## src/pkg/sprb_regs.vh

```
// Offsets, fields, reset values and command codes of the parameter bank.
`ifndef SPRB_REGS_VH
`define SPRB_REGS_VH

// ----------------------------------------------------------------------------
// Parameter locations
// ----------------------------------------------------------------------------
`define SPRB_BUS_ADDRESS_NEXT        5'h00
`define SPRB_CHANNEL_ENABLE_LIST     5'h01
`define SPRB_RESULT_ALIGNMENT        5'h06
`define SPRB_RESERVED_0D             5'h0d
`define SPRB_INFRARED_INPUT_SELECT   5'h0e
`define SPRB_AUXILIARY_INPUT_SELECT  5'h0f
`define SPRB_VISIBLE_RECOVERY_COUNT  5'h10
`define SPRB_VISIBLE_GAIN            5'h11
`define SPRB_VISIBLE_RANGE_MISC      5'h12
`define SPRB_RESERVED_13             5'h13
`define SPRB_INFRARED_RECOVERY_COUNT 5'h1d
`define SPRB_INFRARED_GAIN           5'h1e
`define SPRB_INFRARED_RANGE_MISC     5'h1f
`define SPRB_LAST_LOCATION           6'h1f

// ----------------------------------------------------------------------------
// Reset values: the zero default and those that are not zero
// ----------------------------------------------------------------------------
`define SPRB_ZERO_RESET              8'h00
`define SPRB_RESERVED_0D_RESET       8'h02
`define SPRB_AUX_SELECT_RESET        8'h65
`define SPRB_RECOVERY_RESET          8'h70
`define SPRB_RESERVED_13_RESET       8'h40

// ----------------------------------------------------------------------------
// Field positions
// ----------------------------------------------------------------------------
`define SPRB_UV_INDEX_ENABLE_BIT     7
`define SPRB_AUXILIARY_ENABLE_BIT    6
`define SPRB_INFRARED_ENABLE_BIT     5
`define SPRB_VISIBLE_ENABLE_BIT      4
`define SPRB_ALIGNMENT_BIT_FIVE      5
`define SPRB_ALIGNMENT_BIT_FOUR      4
`define SPRB_RECOVERY_MSB            6
`define SPRB_RECOVERY_LSB            4
`define SPRB_GAIN_MSB                2
`define SPRB_HIGH_RANGE_BIT          5

// ----------------------------------------------------------------------------
// Auxiliary source codes and infrared input select code
// ----------------------------------------------------------------------------
`define SPRB_AUX_TEMPERATURE         8'h65
`define SPRB_AUX_SUPPLY              8'h75
`define SPRB_IR_SMALL_DIODE          8'h00

// ----------------------------------------------------------------------------
// Command codes
// ----------------------------------------------------------------------------
`define SPRB_CMD_READ                2'h1
`define SPRB_CMD_WRITE               2'h2
`define SPRB_CMD_BUS_ADDRESS         2'h3

`endif

```

## src/verilog/sprb_bank.v

```verilog
// Indirectly addressed sensor parameter bank with result routing.
//
// How it works
// Parameters reachable only through query/set commands
// Bus address changes on address command
// Channel list enables bits seven to four
// UV and auxiliary share auxiliary result pair
// Infrared and visible results to own pairs
// Host writes non-zero channel list first
// Bit five aligns visible conversion
// Bit four aligns infrared conversion
// Infrared input select, zero is small diode
// Host keeps reserved locations at default
// Auxiliary select: temperature or supply voltage
// Gain lengthens integration by two power
// Recovery code gives scaled converter clocks
// Range bit selects high signal range
`timescale 1ns/1ps
`default_nettype none
`include "sprb_regs.vh"

module sprb_bank
#(
  // Address answered after reset; the value is arbitrary.
  parameter [7:0] START_BUS_ADDRESS = 8'h00
)
(
  // Clock and reset
  input  wire        clk,
  input  wire        nrst,
  // Command port
  input  wire        cmd_valid,
  input  wire [1:0]  cmd_code,
  input  wire [5:0]  cmd_offset,
  input  wire [7:0]  cmd_data,
  output reg         cmd_done,
  output reg  [7:0]  param_read_data,
  // Bus address in force
  output reg  [7:0]  bus_address,
  // Conversion inputs
  input  wire        visible_valid,
  input  wire [16:0] visible_conversion,
  input  wire        infrared_valid,
  input  wire [16:0] infrared_conversion,
  input  wire        uv_valid,
  input  wire [15:0] uv_conversion,
  input  wire        auxiliary_valid,
  input  wire [15:0] auxiliary_conversion,
  // Result pairs
  output reg  [7:0]  visible_result_high,
  output reg  [7:0]  visible_result_low,
  output reg  [7:0]  infrared_result_high,
  output reg  [7:0]  infrared_result_low,
  output reg  [7:0]  auxiliary_result_high,
  output reg  [7:0]  auxiliary_result_low,
  // Converter settings
  output wire [3:0]  channel_enables,
  output wire [7:0]  infrared_input_select,
  output wire [7:0]  auxiliary_input_select,
  output wire        aux_is_temperature,
  output wire        aux_is_supply,
  output wire        ir_small_diode,
  output wire [7:0]  visible_gain_factor,
  output wire [7:0]  infrared_gain_factor,
  output wire [15:0] visible_recovery_clocks,
  output wire [15:0] infrared_recovery_clocks,
  output wire        visible_high_range,
  output wire        infrared_high_range
);

  // --------------------------------------------------------------------------
  // Reset release
  // --------------------------------------------------------------------------
  reg        rst_sync_a_n;
  reg        rst_n;

  always @(posedge clk or negedge nrst)
  begin
    if (!nrst)
    begin
      rst_sync_a_n <= 1'b0;
      rst_n        <= 1'b0;
    end
    else
    begin
      rst_sync_a_n <= 1'b1;
      rst_n        <= rst_sync_a_n;
    end
  end

  // --------------------------------------------------------------------------
  // Helpers
  // --------------------------------------------------------------------------
  function [7:0] reset_value;
    input [4:0] index;
    begin
      case (index)
        `SPRB_RESERVED_0D:            reset_value = `SPRB_RESERVED_0D_RESET;
        `SPRB_AUXILIARY_INPUT_SELECT: reset_value = `SPRB_AUX_SELECT_RESET;
        `SPRB_VISIBLE_RECOVERY_COUNT: reset_value = `SPRB_RECOVERY_RESET;
        `SPRB_RESERVED_13:            reset_value = `SPRB_RESERVED_13_RESET;
        `SPRB_INFRARED_RECOVERY_COUNT: reset_value = `SPRB_RECOVERY_RESET;
        default:                      reset_value = `SPRB_ZERO_RESET;
      endcase
    end
  endfunction

  // Two raised to the 3-bit gain code, 1 to 128.
  function [7:0] gain_factor;
    input [2:0] code;
    begin
      gain_factor = 8'h01 << code;
    end
  endfunction

  // Recovery clocks 1,7,15,...,511, lengthened by the gain factor.
  function [15:0] recovery_clocks;
    input [2:0] rec;
    input [2:0] gain;
    reg   [9:0] base;
    begin
      base = 10'h001;
      if (rec != 3'h0)
        base = (10'h004 << rec) - 10'h001;
      recovery_clocks = {6'h00, base} << gain;
    end
  endfunction

  // --------------------------------------------------------------------------
  // Parameter storage
  // --------------------------------------------------------------------------
  // Reserved locations are stored as written so that a query returns what
  // the host put there; the bank does not police them.
  reg  [7:0] param_mem [0:31];
  wire       in_range = (cmd_offset <= `SPRB_LAST_LOCATION);
  wire       do_read  = cmd_valid && (cmd_code == `SPRB_CMD_READ);
  wire       do_write = cmd_valid && (cmd_code == `SPRB_CMD_WRITE);
  wire       do_addr  = cmd_valid && (cmd_code == `SPRB_CMD_BUS_ADDRESS);
  integer    i;

  always @(posedge clk or negedge rst_n)
  begin
    if (!rst_n)
    begin
      for (i = 0; i < 32; i = i + 1)
        param_mem[i] <= reset_value(i[4:0]);
    end
    else if (do_write && in_range)
      param_mem[cmd_offset[4:0]] <= cmd_data;
  end

  // --------------------------------------------------------------------------
  // Command answers
  // --------------------------------------------------------------------------
  always @(posedge clk or negedge rst_n)
  begin
    if (!rst_n)
    begin
      cmd_done        <= 1'b0;
      param_read_data <= 8'h00;
      bus_address     <= START_BUS_ADDRESS;
    end
    else
    begin
      cmd_done <= cmd_valid;
      if (do_read)
        param_read_data <= in_range ? param_mem[cmd_offset[4:0]] : 8'h00;
      if (do_addr)
        bus_address <= param_mem[`SPRB_BUS_ADDRESS_NEXT];
    end
  end

  // --------------------------------------------------------------------------
  // Settings decode
  // --------------------------------------------------------------------------
  wire [7:0] enlist = param_mem[`SPRB_CHANNEL_ENABLE_LIST];
  wire [7:0] align  = param_mem[`SPRB_RESULT_ALIGNMENT];
  wire [7:0] vgain  = param_mem[`SPRB_VISIBLE_GAIN];
  wire [7:0] igain  = param_mem[`SPRB_INFRARED_GAIN];
  wire [7:0] vrec   = param_mem[`SPRB_VISIBLE_RECOVERY_COUNT];
  wire [7:0] irec   = param_mem[`SPRB_INFRARED_RECOVERY_COUNT];

  assign channel_enables        = enlist[7:4];
  assign infrared_input_select  = param_mem[`SPRB_INFRARED_INPUT_SELECT];
  assign ir_small_diode         =
    (infrared_input_select == `SPRB_IR_SMALL_DIODE);
  assign auxiliary_input_select = param_mem[`SPRB_AUXILIARY_INPUT_SELECT];
  assign aux_is_temperature     =
    (auxiliary_input_select == `SPRB_AUX_TEMPERATURE);
  assign aux_is_supply          =
    (auxiliary_input_select == `SPRB_AUX_SUPPLY);
  assign visible_gain_factor    =
    gain_factor(vgain[`SPRB_GAIN_MSB:0]);
  assign infrared_gain_factor   = gain_factor(igain[`SPRB_GAIN_MSB:0]);
  assign visible_recovery_clocks = recovery_clocks(
    vrec[`SPRB_RECOVERY_MSB:`SPRB_RECOVERY_LSB],
    vgain[`SPRB_GAIN_MSB:0]);
  assign infrared_recovery_clocks = recovery_clocks(
    irec[`SPRB_RECOVERY_MSB:`SPRB_RECOVERY_LSB],
    igain[`SPRB_GAIN_MSB:0]);
  assign visible_high_range     =
    param_mem[`SPRB_VISIBLE_RANGE_MISC][`SPRB_HIGH_RANGE_BIT];
  assign infrared_high_range    =
    param_mem[`SPRB_INFRARED_RANGE_MISC][`SPRB_HIGH_RANGE_BIT];

  // --------------------------------------------------------------------------
  // Result alignment
  // --------------------------------------------------------------------------
  wire [15:0] visible_word;
  wire [15:0] infrared_word;

  sprb_align u_visible_align
  (
    .conversion (visible_conversion),
    .take_low   (align[`SPRB_ALIGNMENT_BIT_FIVE]),
    .reported   (visible_word)
  );

  sprb_align u_infrared_align
  (
    .conversion (infrared_conversion),
    .take_low   (align[`SPRB_ALIGNMENT_BIT_FOUR]),
    .reported   (infrared_word)
  );

  // --------------------------------------------------------------------------
  // Result pairs
  // --------------------------------------------------------------------------
  // A conversion for a disabled channel is dropped. With the list still
  // zero nothing is ever stored, which is why software must fill it first.
  wire uv_take  = uv_valid && enlist[`SPRB_UV_INDEX_ENABLE_BIT];
  wire aux_take = auxiliary_valid && enlist[`SPRB_AUXILIARY_ENABLE_BIT];

  always @(posedge clk or negedge rst_n)
  begin
    if (!rst_n)
    begin
      visible_result_high   <= 8'h00;
      visible_result_low    <= 8'h00;
      infrared_result_high  <= 8'h00;
      infrared_result_low   <= 8'h00;
      auxiliary_result_high <= 8'h00;
      auxiliary_result_low  <= 8'h00;
    end
    else
    begin
      if (visible_valid && enlist[`SPRB_VISIBLE_ENABLE_BIT])
      begin
        visible_result_high <= visible_word[15:8];
        visible_result_low  <= visible_word[7:0];
      end
      if (infrared_valid && enlist[`SPRB_INFRARED_ENABLE_BIT])
      begin
        infrared_result_high <= infrared_word[15:8];
        infrared_result_low  <= infrared_word[7:0];
      end
      // Both sources share one pair; the UV index wins a same-cycle tie.
      if (uv_take)
      begin
        auxiliary_result_high <= uv_conversion[15:8];
        auxiliary_result_low  <= uv_conversion[7:0];
      end
      else if (aux_take)
      begin
        auxiliary_result_high <= auxiliary_conversion[15:8];
        auxiliary_result_low  <= auxiliary_conversion[7:0];
      end
    end
  end

endmodule

`default_nettype wire

```

## src/verilog/sprb_align.v

```verilog
// Picks the reported 16 bits out of a 17-bit conversion result.
`timescale 1ns/1ps
`default_nettype none

module sprb_align
(
  // Conversion in
  input  wire [16:0] conversion,
  input  wire        take_low,
  // Reported word
  output wire [15:0] reported
);

  assign reported = take_low ? conversion[15:0] : conversion[16:1];

endmodule

`default_nettype wire

```

## config.mk

```make
export PLATFORM = sky130hd
export DESIGN_NAME = sprb_bank
export DESIGN_NICKNAME = d
export VERILOG_FILES = /design/src/verilog/sprb_bank.v /design/src/verilog/sprb_align.v
export VERILOG_INCLUDE_DIRS = /design/src /design/src/pkg
export SDC_FILE = /design/constraint.sdc
export NUM_CORES = 1
export LEC_CHECK = 0
export ABC_AREA = 0
export BUFFER_PORTS_ARGS = -buffer_cell sky130_fd_sc_hd__buf_2
export CAP_MARGIN = 20
export CELL_PAD_IN_SITES_DETAIL_PLACEMENT = 0
export CELL_PAD_IN_SITES_GLOBAL_PLACEMENT = 1
export CORE_MARGIN = 2
export CORE_UTILIZATION = 50
export DETAILED_ROUTE_END_ITERATION = 10
export PLACE_DENSITY_LB_ADDON = 0.1
export SLEW_MARGIN = 20
export SYNTH_ARGS = -nofsm -noshare
export SYNTH_HDL_FRONTEND = slang
export SYNTH_SLANG_ARGS = --single-unit
```

## constraint.sdc

```tcl
create_clock -name clk -period 27 [get_ports clk]
set_input_delay 2.7 -clock clk [delete_from_list [all_inputs] [get_ports clk]]
set_output_delay 2.7 -clock clk [all_outputs]
set_load 0.02 [all_outputs]
```

* After elaboration in Yosys (flattened, before gate mapping)
Index checks and enable logic that the tools add are counted.
** Word-level totals
- Word-level logic and storage cells :: 88
- Register bits after elaboration :: 323
** Cells by class
- $add $sub $neg :: 2
- Equal/unequal tests :: 5
- Reduce and logical (&&, ||, !) cells :: 13
- Muxes and demuxes :: 15
- Shift operators :: 6
- $lt $le $gt $ge :: 3
- Bitwise logic cells :: 1
** Operators with widths (count)
- bitwise mux 256 bit :: 1
- two-way mux 8 bit :: 8
- binary-select mux 8 bit (select 5 bit) :: 1
- demux 8 bit (select 5 bit) :: 1
- two-way mux 16 bit :: 2
- left shift 10 x 3 -> 16 bit :: 2
- two-way mux 10 bit :: 2
- left shift 3 x 3 -> 10 bit, first input constant :: 2
- subtractor 10 x 1 -> 10 bit, second input constant :: 2
- equality test 8 x 7 -> 1 bit, second input constant :: 2
- left shift 1 x 3 -> 8 bit, first input constant :: 2
- logical AND 1 bit :: 9
- logical NOT 8 bit :: 1
- >= comparator 6 bit, second input constant :: 1
- less-or-equal comparator 6 x 5 -> 1 bit, second input constant :: 1
- less-than comparator 6 x 1 -> 1 bit, second input constant :: 1
- inverter 5 -> 6 bit :: 1
- nonzero test 3 bit :: 2
- equality test 2 bit, second input constant :: 2
- equality test 2 x 1 -> 1 bit, second input constant :: 1
- nonzero test 2 bit :: 1

* Logic depth before layout (Yosys ltp)
Gate-level depths: netlist of the first run.
- Depth in word-level cells :: 6
- Mapped depth :: 8
- Mapped depth without buffers :: 5

* By module
Synthesis of the first run repeated with hierarchy kept, for this count alone.
** Unflattened totals
- Cells, all modules :: 1255
- Area, all modules :: 15877.7 µm²
** By module, submodules not included
- sprb_bank :: times used 1, sequential area each 8097.8 µm², area an instance 15379.8 µm², cells each 1219
- sprb_align :: times used 2, sequential area each 0.0 µm², area an instance 249.0 µm², cells each 18

* Worst setup path after synthesis of the first run
No wires, ideal clock.
- Kind :: input port to flip-flop
- From :: input port cmd_offset[0]
- To :: register param_read_data[1]
- Buffers on the path :: 3
- Library setup time :: 121 ps
- Stages on the path :: 8
- Setup slack :: 22618 ps
- Required time :: 26879 ps
- Arrival time :: 4261 ps
- Path through :: buf_2 buf_2 buf_1 mux2i_1 o22ai_1 nor4_1 nand2_1 a22o_1
** On the way
- Longest elaborated chain between the ends :: 5
** Ends and longest elaborated chain
- start: declaration :: RTL line sprb_bank.v:34 : input wire [5:0] cmd_offset,
- inverter 5 -> 6 bit (implied by the code) :: RTL line sprb_bank.v:167 : param_read_data <= in_range ? param_mem[cmd_offset[4:0]] : 8'h00;
- binary-select mux 8 bit (select 5 bit) :: RTL line sprb_bank.v:167
- two-way mux 8 bit (implied by the code) (2 in series) :: RTL line sprb_bank.v:167
- two-way mux 8 bit (*) :: RTL line sprb_bank.v:167
- end signal: assignment :: RTL line sprb_bank.v:167
- end: declaration :: RTL line sprb_bank.v:37 : output reg [7:0] param_read_data,
Every way passes the cells marked *; elsewhere a longest branch is shown, timed or not. The select of a mux whose other input is x is not followed.
A chain may end at the register's enable or synchronous reset.

* Worst setup path in the final report of the first run
- From :: input port cmd_offset[0]
- To :: register param_mem[3] (netlist name)
** On the way
- Longest elaborated chain between the ends :: 6
** Ends and longest elaborated chain
- inverter 5 -> 6 bit (implied by the code) :: RTL line sprb_bank.v:149 : param_mem[cmd_offset[4:0]] <= cmd_data;
- >= comparator 6 bit (implied by the code) or less-than comparator 6 x 1 -> 1 bit (tied branches) :: RTL line sprb_bank.v:149
- logical AND 1 bit (implied by the code) :: RTL line sprb_bank.v:149
- two-way mux 8 bit (implied by the code) :: RTL line sprb_bank.v:149
- demux 8 bit (select 5 bit) :: RTL line sprb_bank.v:149
- bitwise mux 256 bit :: RTL line sprb_bank.v:149
- end signal: indexed assignment :: RTL line sprb_bank.v:146 : param_mem[i] <= reset_value(i[4:0]);
- end signal: indexed assignment :: RTL line sprb_bank.v:149
- end: declaration :: RTL line sprb_bank.v:134 : reg [7:0] param_mem [0:31];
Several ways; a longest one is shown, not always the timed one.

==> results of run 1 <==
==> synthesized netlist by cell type (all sizes together) <==
master / n
nand3: 8
a31oi: 2
mux2i: 176
dfstp: 12
dfrtp: 311
o211ai: 1
nor2: 75
o22ai: 64
nand4b: 4
or4: 3
and3: 7
or4b: 4
a211oi: 3
nor3: 21
a22o: 8
conb: 1
or3: 2
inv: 2
a21boi: 2
o21a: 2
and2: 5
mux2: 264
nor2b: 3
or3b: 1
nand4: 2
nor4: 17
nand2b: 2
buf: 50
clkbuf: 72
nand2: 66
or2: 6
nand3b: 1
or4bb: 2
nand4bb: 5
and4bb: 1
o2bb2ai: 1
nor4b: 1
a21oi: 49
o21ai: 28
nor3b: 7
a21o: 2
==> metal layers <==
layer  vias up  GRT usage (%)
met5         -              0
li1       4956              -
met1      5460           36.5
met3        59           4.47
met4         0           7.28
met2       340           39.8
==> power by group through the flow <==
stage | clock network, mW | logic (mW) | registers [mW]
final | 0.513 | 0.190 | 0.567
after CTS | 0.523 | 0.193 | 0.567
after detailed placement | 0 | 0.193 | 0.574
after floorplan | 0 | 0.0888 | 0.608
after global routing | 0.545 | 0.208 | 0.574
after global placement | 0 | 0.190 | 0.573
==> sequential cells by signal (all words and copies together) (netlist names) <==
| name | count |
|---|---|
| align | 8 |
| auxiliary_input_select | 8 |
| auxiliary_result_high | 8 |
| auxiliary_result_low | 8 |
| bus_address | 8 |
| cmd_done | 1 |
| enlist | 8 |
| igain | 8 |
| infrared_high_range | 1 |
| infrared_input_select | 8 |
| infrared_result_high | 8 |
| infrared_result_low | 8 |
| irec | 8 |
| param_mem | 190 |
| param_read_data | 8 |
| rst_n | 1 |
| rst_sync_a_n | 1 |
| vgain | 8 |
| visible_high_range | 1 |
| visible_result_high | 8 |
| visible_result_low | 8 |
| vrec | 8 |
==> kinds of logic (layout without fill, tap and decap cells) <==
group                  after synthesis  count (layout)  share of synthesized area, %
AOI/OAI and AO/OA                  162             162                          6.08
buffers and inverters              124             298                          3.68
other                                1               2                        0.0239
DFF                                323             323                          51.7
muxes                              440             440                          30.2
and+or+nand+nor                    243             243                          8.28
==> final cells by class <==
| type | instances | area (um2) | share of cell area (%) |
|---|---|---|---|
| Sequential cell | 323 | 8100 | 44.9 |
| Multi-Input combinational cell | 846 | 6990 | 38.7 |
| Timing Repair Buffer | 230 | 1180 | 6.56 |
| Clock buffer | 52 | 1070 | 5.94 |
| Tap cell | 396 | 495 | 2.75 |
| Clock inverter | 14 | 188 | 1.04 |
| Inverter | 2 | 7.51 | 0.0416 |
| Antenna cell | 1 | 2.50 | 0.0139 |
==> worst max path at each step <==
stage                     slack, ns                       end  depth (start not counted)
after CTS                     21.97  param_mem[3]$_DFFE_PN0P_                          5
after detailed placement      21.44  param_mem[3]$_DFFE_PN0P_                          5
after global routing          21.78  param_mem[0]$_DFFE_PN0P_                          5
after floorplan               17.35      align[0]$_DFFE_PN0P_                          0
after global placement        21.46  param_mem[2]$_DFFE_PN0P_                          5
final                         21.85  param_mem[3]$_DFFE_PN0P_                          5
==> metrics by stage <==
stage / setup WS (ns) / instances / utilization, % / power, mW
finish: 21.85 / 1864 / 58.7 / 1.27
global route: 21.78 / 1863 / 58.7 / 1.33
CTS: 21.97 / 1863 / 58.6 / 1.28
detailed placement: 21.44 / 1797 / 54.5 / 0.767
global placement: 21.46 / 1797 / 54.5 / 0.763
floorplan: 17.35 / 1293 / - / 0.697
==> critical path, stage by stage <==
cell	delay, ns
buf_6	0.50
buf_4	0.73
and3_1	0.55
nand4_1	0.53
mux2_2	0.48
==> results.sh, run 1 <==
export IMPL_status="complete, no violations"
export IMPL_clockBufferDepth=3
export IMPL_max_slew_margin_rel_pct=32.1
export IMPL_cp_startpoint="cmd_offset[0]"
export IMPL_h_tree_depth=2
export IMPL_wirelength_um=41300
export IMPL_place_area_um2=16800
export IMPL_dp_hpwl_um=27300
export IMPL_pwr_share_comb_pct=15.0
export IMPL_die_w_um=181
export IMPL_syn_inst=1293
export IMPL_cts_repair_resized=0
export IMPL_clockRootBuffer="clkbuf_16"
export IMPL_yosys_warnings=0
export IMPL_finalSetupViolCount=0
export IMPL_cp_data_arrival_time_ns=5.55
export IMPL_stdcell_area_um2=18000
export IMPL_final_max_slew_violation_count=0
export IMPL_timing_fmax_mhz=194
export IMPL_critPathLaunchType="primary input"
export IMPL_reg2reg_from="enlist[7]$_DFFE_PN0P_"
export IMPL_ir_drop_uv=43.0
export IMPL_internal_power_mw=0.921
export IMPL_worst_pin_slew_ns=1.02
export IMPL_finalHoldViolCount=0
export IMPL_p_clk_share_pct=40.4
export IMPL_ys_types=47
export IMPL_leakagePower_nw=9.08
export IMPL_ant_nets=0
export IMPL_fin_crit_ns=5.15
export IMPL_rsz0062_at_grt="false"
export IMPL_ys_top_cells_by_area="dfrtp_1, mux2_2, mux2i_1"
export IMPL_fin_setup_tns_ns=0
export IMPL_die_area_um2=32800
export IMPL_endpoint_kind="flip-flop"
export IMPL_grt_pass1_vias=10800
export IMPL_core_area_um2=30700
export IMPL_hold_buffers=0
export IMPL_syn_to_final_growth_pct=15.2
export IMPL_power_density_nw_per_um2=70.4
export IMPL_grt_max_degree=175
export IMPL_grt_pass1_wl_um=64600
export IMPL_drive_gt1_share_pct=40.3
export IMPL_met2_length_um=19200
export IMPL_r2r_end="auxiliary_result_low[1]$_DFFE_PN0P_"
export IMPL_synth_seq_area_share_pct=51.7
export IMPL_antenna_found_initial=1
export IMPL_required_ns=27.40
export IMPL_r2r_worst_path_cells=3
export IMPL_min_delay_path_depth=0
export IMPL_io_pins=227
export IMPL_port_buffers=226
export IMPL_path_clk_slew_ns=0.06
export IMPL_hold_path_class="reg -> reg"
export IMPL_clock_latency_ns=0.53
export IMPL_grt_total_usage_pct=25.4
export IMPL_syn_area_per_cell_um2=12.1
export IMPL_reg2reg_slack_ns=24.76
export IMPL_cp_max_fo=51
export IMPL_wl_met1_um=18900
export IMPL_fillCellCount=2619
export IMPL_cts_buffers=36
export IMPL_grt_overflow=0
export IMPL_syn_nets=1382
export IMPL_worstHoldStart="rst_sync_a_n$_DFF_PN0_"
export IMPL_highest_layer="met4"
export IMPL_whs_ns=0.352
export IMPL_max_cap_viol_count=0
export IMPL_layout_commonest_cell="dfrtp_1"
export IMPL_p_sw_share_pct=27.5
export IMPL_drc_errors=0
export IMPL_cts_setup_buffers=0
export IMPL_crit_type="in -> reg"
export IMPL_vias=10800
export IMPL_die_h_um=181
export IMPL_rows=64
export IMPL_nets=1528
export IMPL_wl_per_cell_um=22.2
export IMPL_fin_skew_ns=0.0183
export IMPL_wl_met3_um=2340
export IMPL_yosysTopAreaCell="dfrtp_1"
export IMPL_cts_tree="yes"
export IMPL_cts_sinks=323
export IMPL_vias_per_cell=5.80
export IMPL_start_util_pct=50.9
export IMPL_drt_pre_antenna_iters=5
export IMPL_final_cell_mix="dfrtp_1, mux2_2, buf_2"
export IMPL_place_congestion=0.893
export IMPL_synth_top_area_share_pct=49.7
export IMPL_netlist_area_um2=15700
export IMPL_whs_endpoint="rst_n$_DFF_PN0_"
export IMPL_p_seq_share_pct=44.6
export IMPL_min_period_over_period_pct=19.1
export IMPL_drt_iter0_markers=724
export IMPL_p_sw_mw=0.349
export IMPL_ys_ff_latch=323
Power figures use the tool's default switching activity.
==> run 2: changes to the inputs <==
--- a/config.mk
+++ b/config.mk
@@ -12,7 +12,7 @@
 export CELL_PAD_IN_SITES_DETAIL_PLACEMENT = 0
 export CELL_PAD_IN_SITES_GLOBAL_PLACEMENT = 1
 export CORE_MARGIN = 2
-export CORE_UTILIZATION = 50
+export CORE_UTILIZATION = 42
 export DETAILED_ROUTE_END_ITERATION = 10
 export PLACE_DENSITY_LB_ADDON = 0.1
 export SLEW_MARGIN = 20
==> constraint.sdc (replaced) <==
create_clock -name clk -period 4.4 [get_ports clk]
set_input_delay 0.44 -clock clk [delete_from_list [all_inputs] [get_ports clk]]
set_output_delay 0.44 -clock clk [all_outputs]
set_load 0.02 [all_outputs]
==> results.sh, run 2 (synthesis gave the netlist of run 1 again) <==
export IMPL_final_cell_mix="dfrtp_1, mux2_2, buf_2"
export IMPL_die_w_um=197
export IMPL_cts_setup_buffers=0
export IMPL_vias_per_cell=5.56
export IMPL_vias=10800
export IMPL_max_stage_delay_ns=0.69
export IMPL_antenna_found_initial=2
export IMPL_power_density_nw_per_um2=430
export IMPL_start_util_pct=42.7
export IMPL_fin_crit_ns=2.78
export IMPL_total_power_mw=7.83
export IMPL_wl_per_cell_um=22.1
export IMPL_rsz0062_at_grt="false"
export IMPL_layout_commonest_cell="dfrtp_1"
export IMPL_max_cap_viol_count=0
export IMPL_rows=70
export IMPL_clockRootBuffer="clkbuf_16"
export IMPL_required_ns=4.81
export IMPL_hold_path_class="in -> reg"
export IMPL_critPathLaunchType="primary input"
export IMPL_largest_reg_flops=190
export IMPL_timing_fmax_mhz=360
export IMPL_die_h_um=197
export IMPL_grt_overflow=0
export IMPL_crit_chain="buf_6, buf_4, mux2i_1, o22ai_1, nor4_1, nand2_1, a22o_1"
export IMPL_cp_max_fo=77
export IMPL_wirelength_um=42800
export IMPL_cts_tree="yes"
export IMPL_status="complete, no violations"
export IMPL_die_area_um2=38900
export IMPL_cts_buffers=37
export IMPL_finalHoldViolCount=0
export IMPL_nets=1534
export IMPL_fillCellCount=3379
export IMPL_leakagePower_nw=9.11
export IMPL_port_buffers=226
export IMPL_clock_latency_ns=0.53
export IMPL_cp_data_arrival_time_ns=3.19
export IMPL_path_clk_slew_ns=0.06
export IMPL_final_setup_worst_slack_ns=1.62
export IMPL_ir_drop_uv=286
export IMPL_pre_cts_ws_ns=1.09
export IMPL_ant_nets=0
export IMPL_regMostFlops="param_mem"
export IMPL_cts_sinks=323
export IMPL_endpoint_kind="flip-flop"
export IMPL_antenna_cells=0
export IMPL_final_max_slew_violation_count=0
export IMPL_crit_type="in -> reg"
export IMPL_grt_pass1_wl_um=65900
export IMPL_place_congestion=0.815
export IMPL_worst_pin_slew_ns=1.03
export IMPL_core_area_um2=36700
export IMPL_cp_slowest_cell="buf_6"
export IMPL_grt_max_degree=113
export IMPL_grt_total_usage_pct=22.1
export IMPL_drc_errors=0
export IMPL_grt_pass1_vias=10800
export IMPL_syn_to_final_growth_pct=16.2
export IMPL_max_slew_margin_rel_pct=31.3
export IMPL_drt_pre_antenna_iters=5
export IMPL_clockBufferDepth=3
export IMPL_whs_ns=0.0726
export IMPL_drive_gt1_share_pct=40.3
export IMPL_drt_iter0_markers=722
export IMPL_finalSetupViolCount=0
export IMPL_fin_skew_ns=0.0218
export IMPL_dp_hpwl_um=28800
export IMPL_fin_setup_tns_ns=0
export IMPL_h_tree_depth=2
export IMPL_min_period_over_period_pct=63.2
export IMPL_io_pins=227
run 2: cell types whose count changed in the layout (fill, tap and decap cells not counted), moves of 2 or more:
cell,delta
clkbuf_1,+4
buf_4,+3
clkbuf_8,-3
clkbuf_16,+2
clkinv_4,-2
run 2: worst paths after layout:
path	from	end	slack (ns)	cells after the start
max reg2reg	enlist[7]$_DFFE_PN0P_	auxiliary_result_low[5]$_DFFE_PN0P_	2.09	3
min	cmd_valid	cmd_done$_DFF_PN0_	0.07	1
min in group asynchronous	nrst	rst_n$_DFF_PN0_	0.23	2
max in group asynchronous	rst_n$_DFF_PN0_	infrared_input_select[3]$_DFFE_PN0P_	3.19	1
max	cmd_offset[0]	param_read_data[2]$_DFFE_PN0P_	1.62	7
min reg2reg	rst_n$_DFF_PN0_	param_mem[164]$_DFFE_PN0P_	0.25	0
run 2: layout make-up:
cell class	count	area (um2)	area share (%)
multi-input combinational	846	6990	38.4
clock buffer	55	1100	6.02
timing repair buffer	235	1250	6.88
inverter	2	7.51	0.0412
clock inverter	12	169	0.928
sequential	323	8100	44.5
tap	468	586	3.22
run 2: layer usage:
metal  wire length [um]  up-vias  GRT usage (%)
li1                   -     4977              -
met1              19400     5511           30.3
met5                 33        -              0
met2              20600      247           36.3
met3               1980       53           4.29
met4                810        4           5.24
run 2: power breakdown:
part | total (mW) | leakage, nW | switching (mW) | internal (mW)
clock network | 3.19 | 0.616 | 1.22 | 1.96
registers | 3.46 | 4.34 | 0.192 | 3.27
logic | 1.18 | 4.16 | 0.737 | 0.447
total | 7.83 | 9.11 | 2.15 | 5.68
run 2: critical path, delay by kind of cell:
kind,cells,cell delay [ns]
buffers and inverters,2,1.24
AND/OR/NAND/NOR,2,0.73
AO/OA/AOI/OAI,2,0.38
multiplexers,1,0.29
run 2: what timing repair did:
action,in CTS,in global routing
gates resized for setup,0,0
hold buffers,1,0
hold endpoints to repair,2,0
run 2: per-stage QoR:
step                      utilization [%]  std cells  cell area, um2
after detailed placement             46.0       1872           16900
final                                49.6       1941           18200
after global placement               46.0       1872           16900
after floorplan                         -       1293           15700
after CTS                            49.5       1940           18200
after global routing                 49.6       1941           18200
